--- src/logic/bec_params.svh ---
/*
 * Offsets, field positions, reset values and timing counts of the boost enable control.
 * Assumes a 200 MHz register clock and APB byte addressing with one word per register.
 */
`ifndef BEC_PARAMS_SVH
`define BEC_PARAMS_SVH

// Register indices; byte address is four times the index
`define BEC_IDX_VOUT        12'h088
`define BEC_IDX_CTRL        12'h089
`define BEC_ADDR_VOUT       (`BEC_IDX_VOUT * 4)
`define BEC_ADDR_CTRL       (`BEC_IDX_CTRL * 4)
`define BEC_ADDR_W          12

// Reset values of the two byte registers
`define BEC_VOUT_RST        8'h13
`define BEC_CTRL_RST        8'h0E

// Field positions
`define BEC_VOUT_EN_BIT     7
`define BEC_CTRL_PG_BIT     5

// Output code of the lowest step and reduced limit used in soft start
`define BEC_CODE_MIN        5'h00
`define BEC_ILIM_SOFT       2'h0

// Clock rate and times in their own units
`define BEC_CLK_MHZ         200
`define BEC_SS_ILIM_US      500
`define BEC_FSW_HI_KHZ      1000
`define BEC_FSW_LO_KHZ      500
`define BEC_DMAX_PCT        90
`define BEC_TON_MIN_NS      100
`define BEC_RAMP_STEP_US    20

// Derived cycle counts
`define BEC_SS_ILIM_CYC     (`BEC_SS_ILIM_US * `BEC_CLK_MHZ)
`define BEC_RAMP_STEP_CYC   (`BEC_RAMP_STEP_US * `BEC_CLK_MHZ)
`define BEC_PER_HI_CYC      ((`BEC_CLK_MHZ * 1000) / `BEC_FSW_HI_KHZ)
`define BEC_PER_LO_CYC      ((`BEC_CLK_MHZ * 1000) / `BEC_FSW_LO_KHZ)
`define BEC_TON_MIN_CYC     ((`BEC_TON_MIN_NS * `BEC_CLK_MHZ) / 1000)

`endif

--- src/logic/bec_pkg.sv ---
/*
 * Types of the boost enable control: register layouts and converter states.
 * Assumes the constants header is included where numbers are needed.
 */
package bec_pkg;

    // Output voltage register layout
    typedef struct packed {
        logic       enable;      // Local enable
        logic [1:0] spare;       // Read-write spare bits
        logic [4:0] code;        // Output voltage code
    } bec_vout_s;

    // Control register layout
    typedef struct packed {
        logic [1:0] spare_hi;    // Read-write spare bits
        logic       power_good_flag; // Read-only power good
        logic       spare_mid;   // Read-write spare bit
        logic [1:0] ilim;        // Peak current limit select
        logic       clk_sel;     // 1 = high switching rate
        logic       spare_lo;    // Read-write spare bit
    } bec_ctrl_s;

    // Converter states, Gray along off, soft start, run
    typedef enum logic [1:0] {
        BEC_OFF  = 2'b00,
        BEC_SOFT = 2'b01,
        BEC_RUN  = 2'b11
    } bec_state_e;

endpackage : bec_pkg

--- src/logic/bec_sync.sv ---
/*
 * Three-flop input synchroniser with agreement filter, one per bit.
 * Assumes inputs are asynchronous to pclk; output changes once stages two and three agree.
 */
`timescale 1ns/1ps
module bec_sync #(
    parameter int           W   = 1,
    parameter logic [W-1:0] RST = '0
) (
    input  wire logic         pclk,
    input  wire logic         presetn,
    input  wire logic         ce,
    input  wire logic [W-1:0] din,
    output logic      [W-1:0] dout
);

    genvar i;
    generate
        for (i = 0; i < W; i++) begin : g_bit
            logic s1;    // First stage, read only by s2
            logic s2;    // Second stage
            logic s3;    // Third stage

            // Shift chain; asynchronous reset to constants only
            always_ff @(posedge pclk or negedge presetn) begin
                if (!presetn) begin
                    s1 <= RST[i];
                    s2 <= RST[i];
                    s3 <= RST[i];
                end else if (ce) begin
                    s1 <= din[i];
                    s2 <= s1;
                    s3 <= s2;
                end
            end

            // Accept a change only when stages two and three agree
            always_ff @(posedge pclk or negedge presetn) begin
                if (!presetn) begin
                    dout[i] <= RST[i];
                end else if (ce && (s2 == s3)) begin
                    dout[i] <= s3;
                end
            end
        end
    endgenerate

endmodule : bec_sync

--- src/logic/bec_pwm.sv ---
/*
 * Switching cycle generator with cycle-by-cycle current limit.
 * Assumes trip inputs are already synchronised to pclk.
 */
`timescale 1ns/1ps
`include "bec_params.svh"
module bec_pwm
    import bec_pkg::*;
(
    input  wire logic pclk,
    input  wire logic presetn,
    input  wire logic ce,
    input  wire logic run,        // Converter allowed to switch
    input  wire logic clk_sel,    // 1 = high rate, 0 = low rate
    input  wire logic ilim_trip,  // Peak current reached
    input  wire logic loop_trip,  // Regulation loop ends on-time
    output logic      gate_on,    // Low-side switch drive
    output logic      ilim_cut    // Pulse: on-time cut by limit
);

    localparam logic [8:0] TON_MIN = 9'(`BEC_TON_MIN_CYC);

    // Period in cycles for a rate select, used by both counter and duty limit
    function automatic logic [8:0] period_of(input logic sel);
        period_of = sel ? 9'(`BEC_PER_HI_CYC) : 9'(`BEC_PER_LO_CYC);
    endfunction : period_of

    // Largest on-time allowed by maximum duty
    function automatic logic [8:0] on_max_of(input logic sel);
        on_max_of = 9'((32'(period_of(sel)) * `BEC_DMAX_PCT) / 100);
    endfunction : on_max_of

    logic [8:0] cnt_reg;    // Position within the switching cycle
    logic       wrap;       // Last cycle of the period
    logic       blank_done; // Past minimum on-time, trips honoured

    assign wrap       = (cnt_reg >= period_of(clk_sel) - 9'h001);
    assign blank_done = (cnt_reg >= TON_MIN - 9'h001);

    // Period counter; restarts whenever switching is not allowed
    always_ff @(posedge pclk or negedge presetn) begin
        if (!presetn) begin
            cnt_reg <= 9'h000;
        end else if (ce) begin
            if (!run || wrap) begin
                cnt_reg <= 9'h000;
            end else begin
                cnt_reg <= cnt_reg + 9'h001;
            end
        end
    end

    // Gate drive: limit ends only the current cycle, next cycle starts afresh
    always_ff @(posedge pclk or negedge presetn) begin
        if (!presetn) begin
            gate_on  <= 1'b0;
            ilim_cut <= 1'b0;
        end else if (ce) begin
            ilim_cut <= 1'b0;
            if (!run) begin
                gate_on <= 1'b0;
            end else if (wrap) begin
                gate_on <= 1'b1;                // New cycle, limit re-armed
            end else if (gate_on && blank_done && ilim_trip) begin
                gate_on  <= 1'b0;               // Peak current reached
                ilim_cut <= 1'b1;
            end else if (gate_on && (loop_trip && blank_done
                         || cnt_reg >= on_max_of(clk_sel) - 9'h001)) begin
                gate_on <= 1'b0;
            end
        end
    end

endmodule : bec_pwm

--- src/logic/bec_top.sv ---
/*
 * Boost enable control: APB registers, enable logic, soft start and switching control.
 * Assumes presetn is the internal power-on reset and all *_pin inputs are asynchronous.
 */
`timescale 1ns/1ps
`include "bec_params.svh"

// Operation
// Run only with both enables high, no reset
// Reset forces off and register defaults
// Only reset reloads defaults; enables keep contents
// Reset: local enable clear, code for 5.0V
// Reset: 100% limit, 1 MHz clock
// Software writes code with every enable change
// Enable set starts soft-start ramp
// Code changes accepted while running
// Global enable low means lowest-power shutdown
// Software raises global before local enable
// Reduced peak limit first 500 us
// Code writable in soft start; ramp ends there
// Peak limit ends on-time each cycle
// Five-bit code, 4.05 V plus 0.05 V steps
// Local enable is output register bit 7
// Limit codes select 25/50/75/100 percent
// Clock select bit and read-only power good
module bec_top
    import bec_pkg::*;
#(
    parameter int SS_ILIM_CYC   = `BEC_SS_ILIM_CYC,   // Reduced limit window
    parameter int RAMP_STEP_CYC = `BEC_RAMP_STEP_CYC  // Cycles per ramp code step
) (
    input  wire logic                   pclk,
    input  wire logic                   presetn,
    input  wire logic                   ce,
    input  wire logic                   psel,
    input  wire logic                   penable,
    input  wire logic                   pwrite,
    input  wire logic [`BEC_ADDR_W-1:0] paddr,
    input  wire logic [31:0]            pwdata,
    input  wire logic [3:0]             pstrb,
    output logic      [31:0]            prdata,
    output logic                        pready,
    output logic                        pslverr,
    input  wire logic                   global_enable_pin,
    input  wire logic                   ilim_trip_pin,
    input  wire logic                   loop_trip_pin,
    input  wire logic                   power_good_pin,
    output logic                        boost_converter_on,
    output logic                        low_power_shutdown,
    output logic                        soft_start_active,
    output logic      [4:0]             output_voltage_code,
    output logic      [1:0]             peak_current_limit_sel,
    output logic                        switch_gate,
    output logic                        ilim_cut
);

    // Register select codes for decode
    localparam logic [1:0] SEL_NONE = 2'h0;
    localparam logic [1:0] SEL_VOUT = 2'h1;
    localparam logic [1:0] SEL_CTRL = 2'h2;

    // Address decode shared by read and write paths
    function automatic logic [1:0] reg_sel(input logic [`BEC_ADDR_W-1:0] a);
        if (a == `BEC_ADDR_W'(`BEC_ADDR_VOUT)) begin
            reg_sel = SEL_VOUT;
        end else if (a == `BEC_ADDR_W'(`BEC_ADDR_CTRL)) begin
            reg_sel = SEL_CTRL;
        end else begin
            reg_sel = SEL_NONE;
        end
    endfunction : reg_sel

    bec_vout_s  vout_reg;      // Output voltage register
    bec_ctrl_s  ctrl_reg;      // Control register, status bit unused in storage
    bec_state_e state_reg;     // Converter state
    bec_state_e state_next;    // Next converter state
    logic [4:0] ramp_reg;      // Soft-start ramp code
    logic [31:0] ss_cnt_reg;   // Cycles since soft start began
    logic [31:0] step_cnt_reg; // Cycles within a ramp step
    logic       ss_ilim_done;  // Reduced limit window over
    logic       ramp_at_code;  // Ramp has reached the programmed code
    logic       run_ok;        // Both enables high
    logic       run_q;         // run_ok one cycle earlier
    logic       global_en;     // Synchronised global enable
    logic       ilim_trip;     // Synchronised peak current comparator
    logic       loop_trip;     // Synchronised loop comparator
    logic       pg_sync;       // Synchronised power good
    logic       setup;         // APB setup phase
    logic       access_wr;     // APB write completes this edge
    logic [1:0] sel;           // Decoded register
    logic [7:0] rd_byte;       // Read mux result

    // Pin synchronisers; comparators are asynchronous to pclk
    bec_sync #(
        .W   (4),
        .RST (4'h0)
    ) u_sync (
        .pclk    (pclk),
        .presetn (presetn),
        .ce      (ce),
        .din     ({global_enable_pin, ilim_trip_pin, loop_trip_pin, power_good_pin}),
        .dout    ({global_en, ilim_trip, loop_trip, pg_sync})
    );

    // APB phase qualifiers; zero wait states, stalled only by clock enable
    assign pready    = ce;
    assign setup     = psel && !penable;
    assign access_wr = psel && penable && pwrite && ce;
    assign sel       = reg_sel(paddr);

    // Read mux; bits above the byte read as zero
    always_comb begin
        rd_byte = 8'h00;
        case (sel)
            SEL_VOUT: rd_byte = vout_reg;
            SEL_CTRL: begin
                rd_byte = ctrl_reg;
                rd_byte[`BEC_CTRL_PG_BIT] = pg_sync;      // Live status
            end
            default:  rd_byte = 8'h00;
        endcase
    end

    // Read data and error captured at setup so they come from flip-flops
    always_ff @(posedge pclk or negedge presetn) begin
        if (!presetn) begin
            prdata  <= 32'h0000_0000;
            pslverr <= 1'b0;
        end else if (ce && setup) begin
            prdata  <= pwrite ? 32'h0000_0000 : {24'h00_0000, rd_byte};
            pslverr <= (sel == SEL_NONE);
        end
    end

    // Output voltage register; only reset reloads the default
    always_ff @(posedge pclk or negedge presetn) begin
        if (!presetn) begin
            vout_reg <= `BEC_VOUT_RST;                    // Disabled, code 5.0V
        end else if (access_wr && pstrb[0] && sel == SEL_VOUT) begin
            vout_reg <= pwdata[7:0];                      // Code and enable together
        end
    end

    // Control register; power good is not storage, it reads live
    always_ff @(posedge pclk or negedge presetn) begin
        if (!presetn) begin
            ctrl_reg <= `BEC_CTRL_RST;                    // 100% limit, 1 MHz
        end else if (access_wr && pstrb[0] && sel == SEL_CTRL) begin
            ctrl_reg <= pwdata[7:0];                      // Limit and clock select
            ctrl_reg.power_good_flag <= 1'b0;
        end
    end

    // Both enables needed; reset holds this low through the registers
    assign run_ok = global_en && vout_reg.enable;

    // Enable edge history for starting soft start
    always_ff @(posedge pclk or negedge presetn) begin
        if (!presetn) begin
            run_q <= 1'b0;
        end else if (ce) begin
            run_q <= run_ok;
        end
    end

    assign ss_ilim_done = (ss_cnt_reg >= 32'(SS_ILIM_CYC));
    assign ramp_at_code = (ramp_reg == vout_reg.code);

    // Converter state decision
    always_comb begin
        state_next = state_reg;
        case (state_reg)
            BEC_OFF: begin
                if (run_ok && !run_q) begin
                    state_next = BEC_SOFT;                // Enable rose, start ramp
                end
            end
            BEC_SOFT: begin
                if (!run_ok) begin
                    state_next = BEC_OFF;                 // Either enable low
                end else if (ss_ilim_done && ramp_at_code) begin
                    state_next = BEC_RUN;
                end
            end
            BEC_RUN: begin
                if (!run_ok) begin
                    state_next = BEC_OFF;                 // Either enable low
                end
            end
            default: state_next = BEC_OFF;
        endcase
    end

    // State register; reset holds the converter off
    always_ff @(posedge pclk or negedge presetn) begin
        if (!presetn) begin
            state_reg <= BEC_OFF;
        end else if (ce) begin
            state_reg <= state_next;
        end
    end

    // Reduced-limit window counter, starts at soft-start entry
    always_ff @(posedge pclk or negedge presetn) begin
        if (!presetn) begin
            ss_cnt_reg <= 32'h0000_0000;
        end else if (ce) begin
            if (state_reg == BEC_OFF) begin
                ss_cnt_reg <= 32'h0000_0000;
            end else if (!ss_ilim_done) begin
                ss_cnt_reg <= ss_cnt_reg + 32'h0000_0001;  // Saturates at window end
            end
        end
    end

    // Ramp step timer
    always_ff @(posedge pclk or negedge presetn) begin
        if (!presetn) begin
            step_cnt_reg <= 32'h0000_0000;
        end else if (ce) begin
            if (state_reg != BEC_SOFT || step_cnt_reg >= 32'(RAMP_STEP_CYC - 1)) begin
                step_cnt_reg <= 32'h0000_0000;
            end else begin
                step_cnt_reg <= step_cnt_reg + 32'h0000_0001;
            end
        end
    end

    // Ramp code tracks the live register code, so late writes set the end point
    always_ff @(posedge pclk or negedge presetn) begin
        if (!presetn) begin
            ramp_reg <= `BEC_CODE_MIN;
        end else if (ce) begin
            if (state_reg != BEC_SOFT) begin
                ramp_reg <= `BEC_CODE_MIN;
            end else if (ramp_reg > vout_reg.code) begin
                ramp_reg <= vout_reg.code;                // Code lowered mid-ramp
            end else if (!ramp_at_code && step_cnt_reg >= 32'(RAMP_STEP_CYC - 1)) begin
                ramp_reg <= ramp_reg + 5'h01;             // One 50 mV step
            end
        end
    end

    // Analog-facing outputs, registered so they never glitch
    always_ff @(posedge pclk or negedge presetn) begin
        if (!presetn) begin
            boost_converter_on     <= 1'b0;
            low_power_shutdown     <= 1'b1;
            soft_start_active      <= 1'b0;
            output_voltage_code    <= 5'(`BEC_VOUT_RST);
            peak_current_limit_sel <= `BEC_ILIM_SOFT;
        end else if (ce) begin
            boost_converter_on  <= (state_next != BEC_OFF);
            low_power_shutdown  <= !global_en;                    // Deepest off state
            soft_start_active   <= (state_next == BEC_SOFT);
            // Running converter follows new codes at once
            output_voltage_code <= (state_next == BEC_SOFT) ? ramp_reg : vout_reg.code;
            // Reduced limit only inside the soft-start window
            peak_current_limit_sel <= (state_next == BEC_SOFT && !ss_ilim_done)
                                      ? `BEC_ILIM_SOFT : ctrl_reg.ilim;
        end
    end

    // Switching cycle with per-cycle current limit
    bec_pwm u_pwm (
        .pclk      (pclk),
        .presetn   (presetn),
        .ce        (ce),
        .run       (boost_converter_on),
        .clk_sel   (ctrl_reg.clk_sel),
        .ilim_trip (ilim_trip),
        .loop_trip (loop_trip),
        .gate_on   (switch_gate),
        .ilim_cut  (ilim_cut)
    );

endmodule : bec_top

--- config.mk ---
export PLATFORM = sky130hd
export DESIGN_NAME = bec_top
export DESIGN_NICKNAME = d
export VERILOG_FILES = /design/src/logic/bec_pkg.sv /design/src/logic/bec_sync.sv /design/src/logic/bec_pwm.sv /design/src/logic/bec_top.sv
export VERILOG_INCLUDE_DIRS = /design/src /design/src/logic
export SDC_FILE = /design/constraint.sdc
export NUM_CORES = 1
export LEC_CHECK = 0
export BUFFER_PORTS_ARGS = -buffer_cell sky130_fd_sc_hd__buf_2
export CAP_MARGIN = 20
export CORE_UTILIZATION = 60
export DETAILED_ROUTE_END_ITERATION = 8
export GPL_TIMING_DRIVEN = 0
export MAX_ROUTING_LAYER = met4
export PLACE_DENSITY = 0.84
export SLEW_MARGIN = 30
export SYNTH_ARGS = -nofsm -noshare
export SYNTH_HDL_FRONTEND = slang
export SYNTH_HIERARCHICAL = 1
export SYNTH_SLANG_ARGS = --single-unit
export TNS_END_PERCENT = 30
--- constraint.sdc ---
create_clock -name pclk -period 4.69 [get_ports pclk]
set_input_delay 0 -clock pclk [delete_from_list [all_inputs] [get_ports pclk]]
set_output_delay 0 -clock pclk [all_outputs]
set_load 0.02 [all_outputs]
Word-level counts from Yosys, hierarchy flattened
Index checks and enable logic that the tools add are counted.

Register bits after elaboration: 157. Input bits: 58. Bits in latches: 0. Bits in writable memories: 0. Memory bits (read-only): 0. Output and inout bits: 46. Word-level logic and storage cells: 131. Memories kept: 0.

Order comparisons: 6. Div/mod/pow operators: 1. Eq/ne operators: 15. Bitwise logic cells: 0. Reduce and logical (&&, ||, !) cells: 37. Shift operators: 0. $mul: 1. Multiplexer cells: 26. Add/subtract/negate cells: 6.

Operator list (number): two-way mux 32 bit (3); adder 32 x 1 -> 32 bit (second input constant) (2); divider 16 x 7 -> 32 bit (second input constant) (1); greater-or-equal comparator 32 x 12 -> 1 bit (second input constant) (1); greater-or-equal comparator 32 x 17 -> 1 bit (second input constant) (1); == test 12 x 10 -> 1 bit (second input constant) (2); logical AND 1 bit (21); two-way mux 5 bit (4); greater-or-equal comparator 9 bit (2); two-way mux 9 bit (2); subtractor 9 x 1 -> 9 bit (second input constant) (2); case mux 8 bit (2 select lines) (1); multiplier 9 x 6 -> 15 bit (second input constant) (1); two-way mux 2 bit (7); adder 9 x 1 -> 9 bit (second input constant) (1); greater-or-equal comparator 9 x 5 -> 1 bit (second input constant) (1); two-way mux 8 bit (1); two-way mux 1 bit (7); == test 2 x 1 -> 1 bit (second input constant) (3); logical NOT 1 bit (6); case mux 2 bit (3 select lines) (1); AND reduction 2 bit (3); adder 5 x 1 -> 5 bit (second input constant) (1); == test 5 bit (1); 9 further kinds (17).

Logic depth before layout (Yosys ltp)
Word-level depth: 11. Mapped depth: 8. Depth with buffers taken out: 7.

Modules after synthesis
Netlist, hierarchy kept.

By module, submodules not included: bec_top (instances 1, area each 5350.1 um2, cells an instance 538); bec_pwm (instances 1, area each 815.8 um2, cells an instance 87); bec_sync (instances 1, area each 644.4 um2, cells an instance 42).

Worst setup path after synthesis
Ideal clock, no wire load.

Path type: reg-to-reg. Start point: reg vout_reg[4] in the netlist's numbering. End point: reg ramp_reg[3]. Path slack: 2.439 ns. Data required time: 4.556 ns. Period minus slack after synthesis: 2.251 ns. Stages on the path, launching flop included: 9. Arrival time: 2.118 ns. Cells stage by stage: dfstp_2 inv_1 ha_1 and4_1 a21o_1 o21ai_0 buf_2 mux2i_1 o211ai_1.

Cells in the longest elaborated chain, start to end: 5. Elaborated cells between the ends (all ways): 8. Those cells by class: order compare (1); eq/ne (1); mux (2); reduce/logical (4).

RTL lines: from (decl) (RTL line bec_top.sv:73) `bec_vout_s vout_reg;`; from (signal assigned) (RTL line bec_top.sv:138) `` vout_reg <= `BEC_VOUT_RST; ``; from (signal assigned) (RTL line bec_top.sv:140) `vout_reg <= pwdata[7:0];`; branches (longest 5 deep; another with > comparator 5 bit); to (signal assigned) (RTL line bec_top.sv:235) `` ramp_reg <= `BEC_CODE_MIN; ``; to (signal assigned) (RTL line bec_top.sv:237) `ramp_reg <= vout_reg.code;`; to (signal assigned) (RTL line bec_top.sv:239) `ramp_reg <= ramp_reg + 5'h01;`; to (decl) (RTL line bec_top.sv:77) `logic [4:0] ramp_reg;`.

Several ways; the timed one is not identified. A chain may end at the register's enable or synchronous reset.

Final worst setup path
Ends and elaborated chain as after synthesis.

==> reports/metrics.cfg <==
[worst_setup_path]
end_kind=register
crit_path_start_kind=register
reg2regPathDepth=8
r2r-end=ramp_reg[3]$_DFFE_PN0P_
crit_required_ps=4970
worst-r2r-setup-slack_ps=2050
path_class=reg -> reg
timing.rr.start=vout_reg[4]$_DFFE_PN1P_
arrival_ps=2920
crit_path_max_fanout=10

[global_routing]
grt_pass1_wl_um=25500
use_met3_pct=6.03
grt_max_degree=93
grt_overflow_total=0
grt_use_met2_pct=45.4
first_global_vias=5373
grt_use_met1_pct=36.9
track_usage_pct=29.2
antenna_found_initial=0
top_usage_layer=met2

[detailed_routing]
drt_iter0_drc=354
drc_errors=0
wire_per_inst_um=16.6
vias=5584
drt-pass1-iter-count=5
viasPerCell=6.00
wirelength_um=15400
ant_nets=0

[synth]
syn_area_per_cell_um2=10.2
yosysWarnings=6
synthArstFlopShare_pct=100
syn_inst=667
synth_top_cell_area_share_pct=45.2
synthDistinctLibCells=68
synth_area_mm2=0.00681
synth_seq_area_share_pct=49.1
synth_area_leaders=dfrtp_1, mux2_2, dfstp_2
yosys_register_bits=133
synth-edff-count=0
yosys.area.top_type=dfrtp_1
ys.flop_type=dfrtp_1

[floorplan]
die_width_um=109
die_y_um=109
rows=38
io_pins=104
die_area_mm2=0.0118
start_util_pct=62.3
core_mm2=0.0109

[clock_network]
cts_resized=0
cts_buffer_depth=2
cts_tree=done
clk_latency_ps=420
clkTransAtPathRegs_ps=50
ctsHtreeMaxLevel=4
post_cts_buffers=0
clock-sinks=133
cts_root_buf=clkbuf_16
numCtsBuffers=17

[timing]
min_period_ps=2640
rsz0062_at_grt=false
fin_worst_skew_ps=15.6
tns_ps=0
timing.fmax_mhz=379
tightest_slew_ps=916
whs_ps=43.4
hold_violations=0
slew_violations=0
setup_viol=0
slew_headroom_pct=38.4
fin_ws_ps=2050
min_period_over_period_pct=56.3

[cells_and_area]
final_util_pct=74.1
area_growth_pct=18.9
n_antenna_cell=0
design_area_mm2=0.00810
layoutNonFillerInstCount=931
drive_gt1_share_pct=19.8
fin_nets=853
filler_cell_count=742

[min_path]
min_path_cells=4
worstHoldStart=paddr[1]
hold_path_end=pslverr$_DFFE_PN0P_
worst_hold_path_type=in -> reg

[pwr]
leakage_nw=3.81
pwr_density_cell_mw_per_mm2=332
peakVddDrop_mv=0.260
power.total_mw=2.69

[status]
status=finished clean

[placement]
numPortBuffers=50
place_inst=881
dp_hpwl_um=10100
gp_congestion=0.881
pre_cts_ws_ps=2160
dpl-instance-area_mm2=0.00736

[job]
drv_cap=0

kinds of logic (layout without fill, tap and decap cells):
| logic type | Yosys count | count (layout) | share of synthesized area (%) |
|---|---|---|---|
| DFF | 133 | 133 | 49.1 |
| buffers and inverters | 74 | 175 | 5.73 |
| muxes | 41 | 41 | 6.50 |
| xor gates and xnor gates | 18 | 18 | 2.31 |
| other | 1 | 24 | 0.0551 |
| AOI/OAI and AO/OA | 130 | 130 | 13.2 |
| and+or+nand+nor | 253 | 253 | 20.0 |
| adders and majority gates | 17 | 17 | 3.12 |
cell usage after synthesis (all sizes together) (5+ instances only):
cell type  instances
xor2               5
clkbuf            17
nor4              22
and3              11
o21ai             35
nand2b            12
mux2i             15
ha                17
a21oi             18
mux2              26
nor2b              6
or3                6
buf               32
inv               25
and4               8
or4                6
nand3             24
xnor2             13
nor3               7
dfrtp            123
dfstp             10
o211ai             5
a31oi             14
nand4             12
nor2              58
nand2             52
and2              20
a21o               8
where the power goes:
part	internal (mW)	switching, mW	total (mW)
combinational	0.0859	0.108	0.194
sequential	1.18	0.0339	1.22
clock	0.808	0.464	1.27
total	2.08	0.606	2.69
worst max-delay path by stage:
stage	start	end	slack, ps	cells past startpoint
floorplan	vout_reg[4]$_DFFE_PN1P_	ramp_reg[3]$_DFFE_PN0P_	2440	8
global route	vout_reg[4]$_DFFE_PN1P_	ramp_reg[3]$_DFFE_PN0P_	1910	8
global placement	presetn	u_sync/g_bit[0].s1$_DFFE_PN0P_	1970	1
CTS	vout_reg[4]$_DFFE_PN1P_	ramp_reg[3]$_DFFE_PN0P_	2130	8
finish	vout_reg[4]$_DFFE_PN1P_	ramp_reg[3]$_DFFE_PN0P_	2050	8
detailed placement	vout_reg[4]$_DFFE_PN1P_	ramp_reg[3]$_DFFE_PN0P_	2160	8
worst max-delay path, stage by stage, from the launching register on:
cell and delay, ps:
dfstp_2 560, inv_1 80, ha_1 300, and4_1 210, a21o_1 190, o21ai_0 450
buf_2 330, mux2i_1 230, o211ai_1 120
final cells by class:
type	count	area, um2	share of cell area [%]
Buffer	49	297	3.66
Clock buffer	27	483	5.96
Clock inverter	5	75.1	0.927
Inverter	25	93.8	1.16
Multi-Input combinational cell	483	3170	39.1
Sequential cell	133	3340	41.3
Tap cell	140	175	2.16
Timing Repair Buffer	69	468	5.78
routing by layer:
metal | part of all wire [%] | vias up | wire, um
met2 | 49 | 193 | 7600
li1 | - | 2584 | -
met4 | 2.5 | 0 | 380
met3 | 4.9 | 31 | 753
met5 | 0 | - | 0
met1 | 43 | 2776 | 6700
layout by cell type (no fill, tap or decap), drive strengths merged, types with 4 or more instances in the layout:
| cell | count |
|---|---|
| xor2 | 5 |
| o21ai | 35 |
| xnor2 | 13 |
| a21oi | 18 |
| a22o | 4 |
| nand3 | 24 |
| buf | 83 |
| dlygate4sd3 | 18 |
| nor4 | 22 |
| and2 | 20 |
| ha | 17 |
| dfstp | 10 |
| or4 | 6 |
| a21o | 8 |
| mux2i | 15 |
| o211ai | 5 |
| and3 | 11 |
| nor2b | 6 |
| dfrtp | 123 |
| nand2b | 12 |
| clkbuf | 44 |
| inv | 25 |
| conb | 24 |
| nor3 | 7 |
| nor2 | 58 |
| nand4 | 12 |
| or3 | 6 |
| a31oi | 14 |
| nand2 | 52 |
| a211o | 4 |
| mux2 | 26 |
| and4 | 8 |
repair_timing:
action | CTS | global route
endpoints found under the hold margin | 155 | 0
hold buffers | 18 | 0
setup endpoints to repair | 0 | 0
Note: power is estimated with default switching activity, not from simulation.
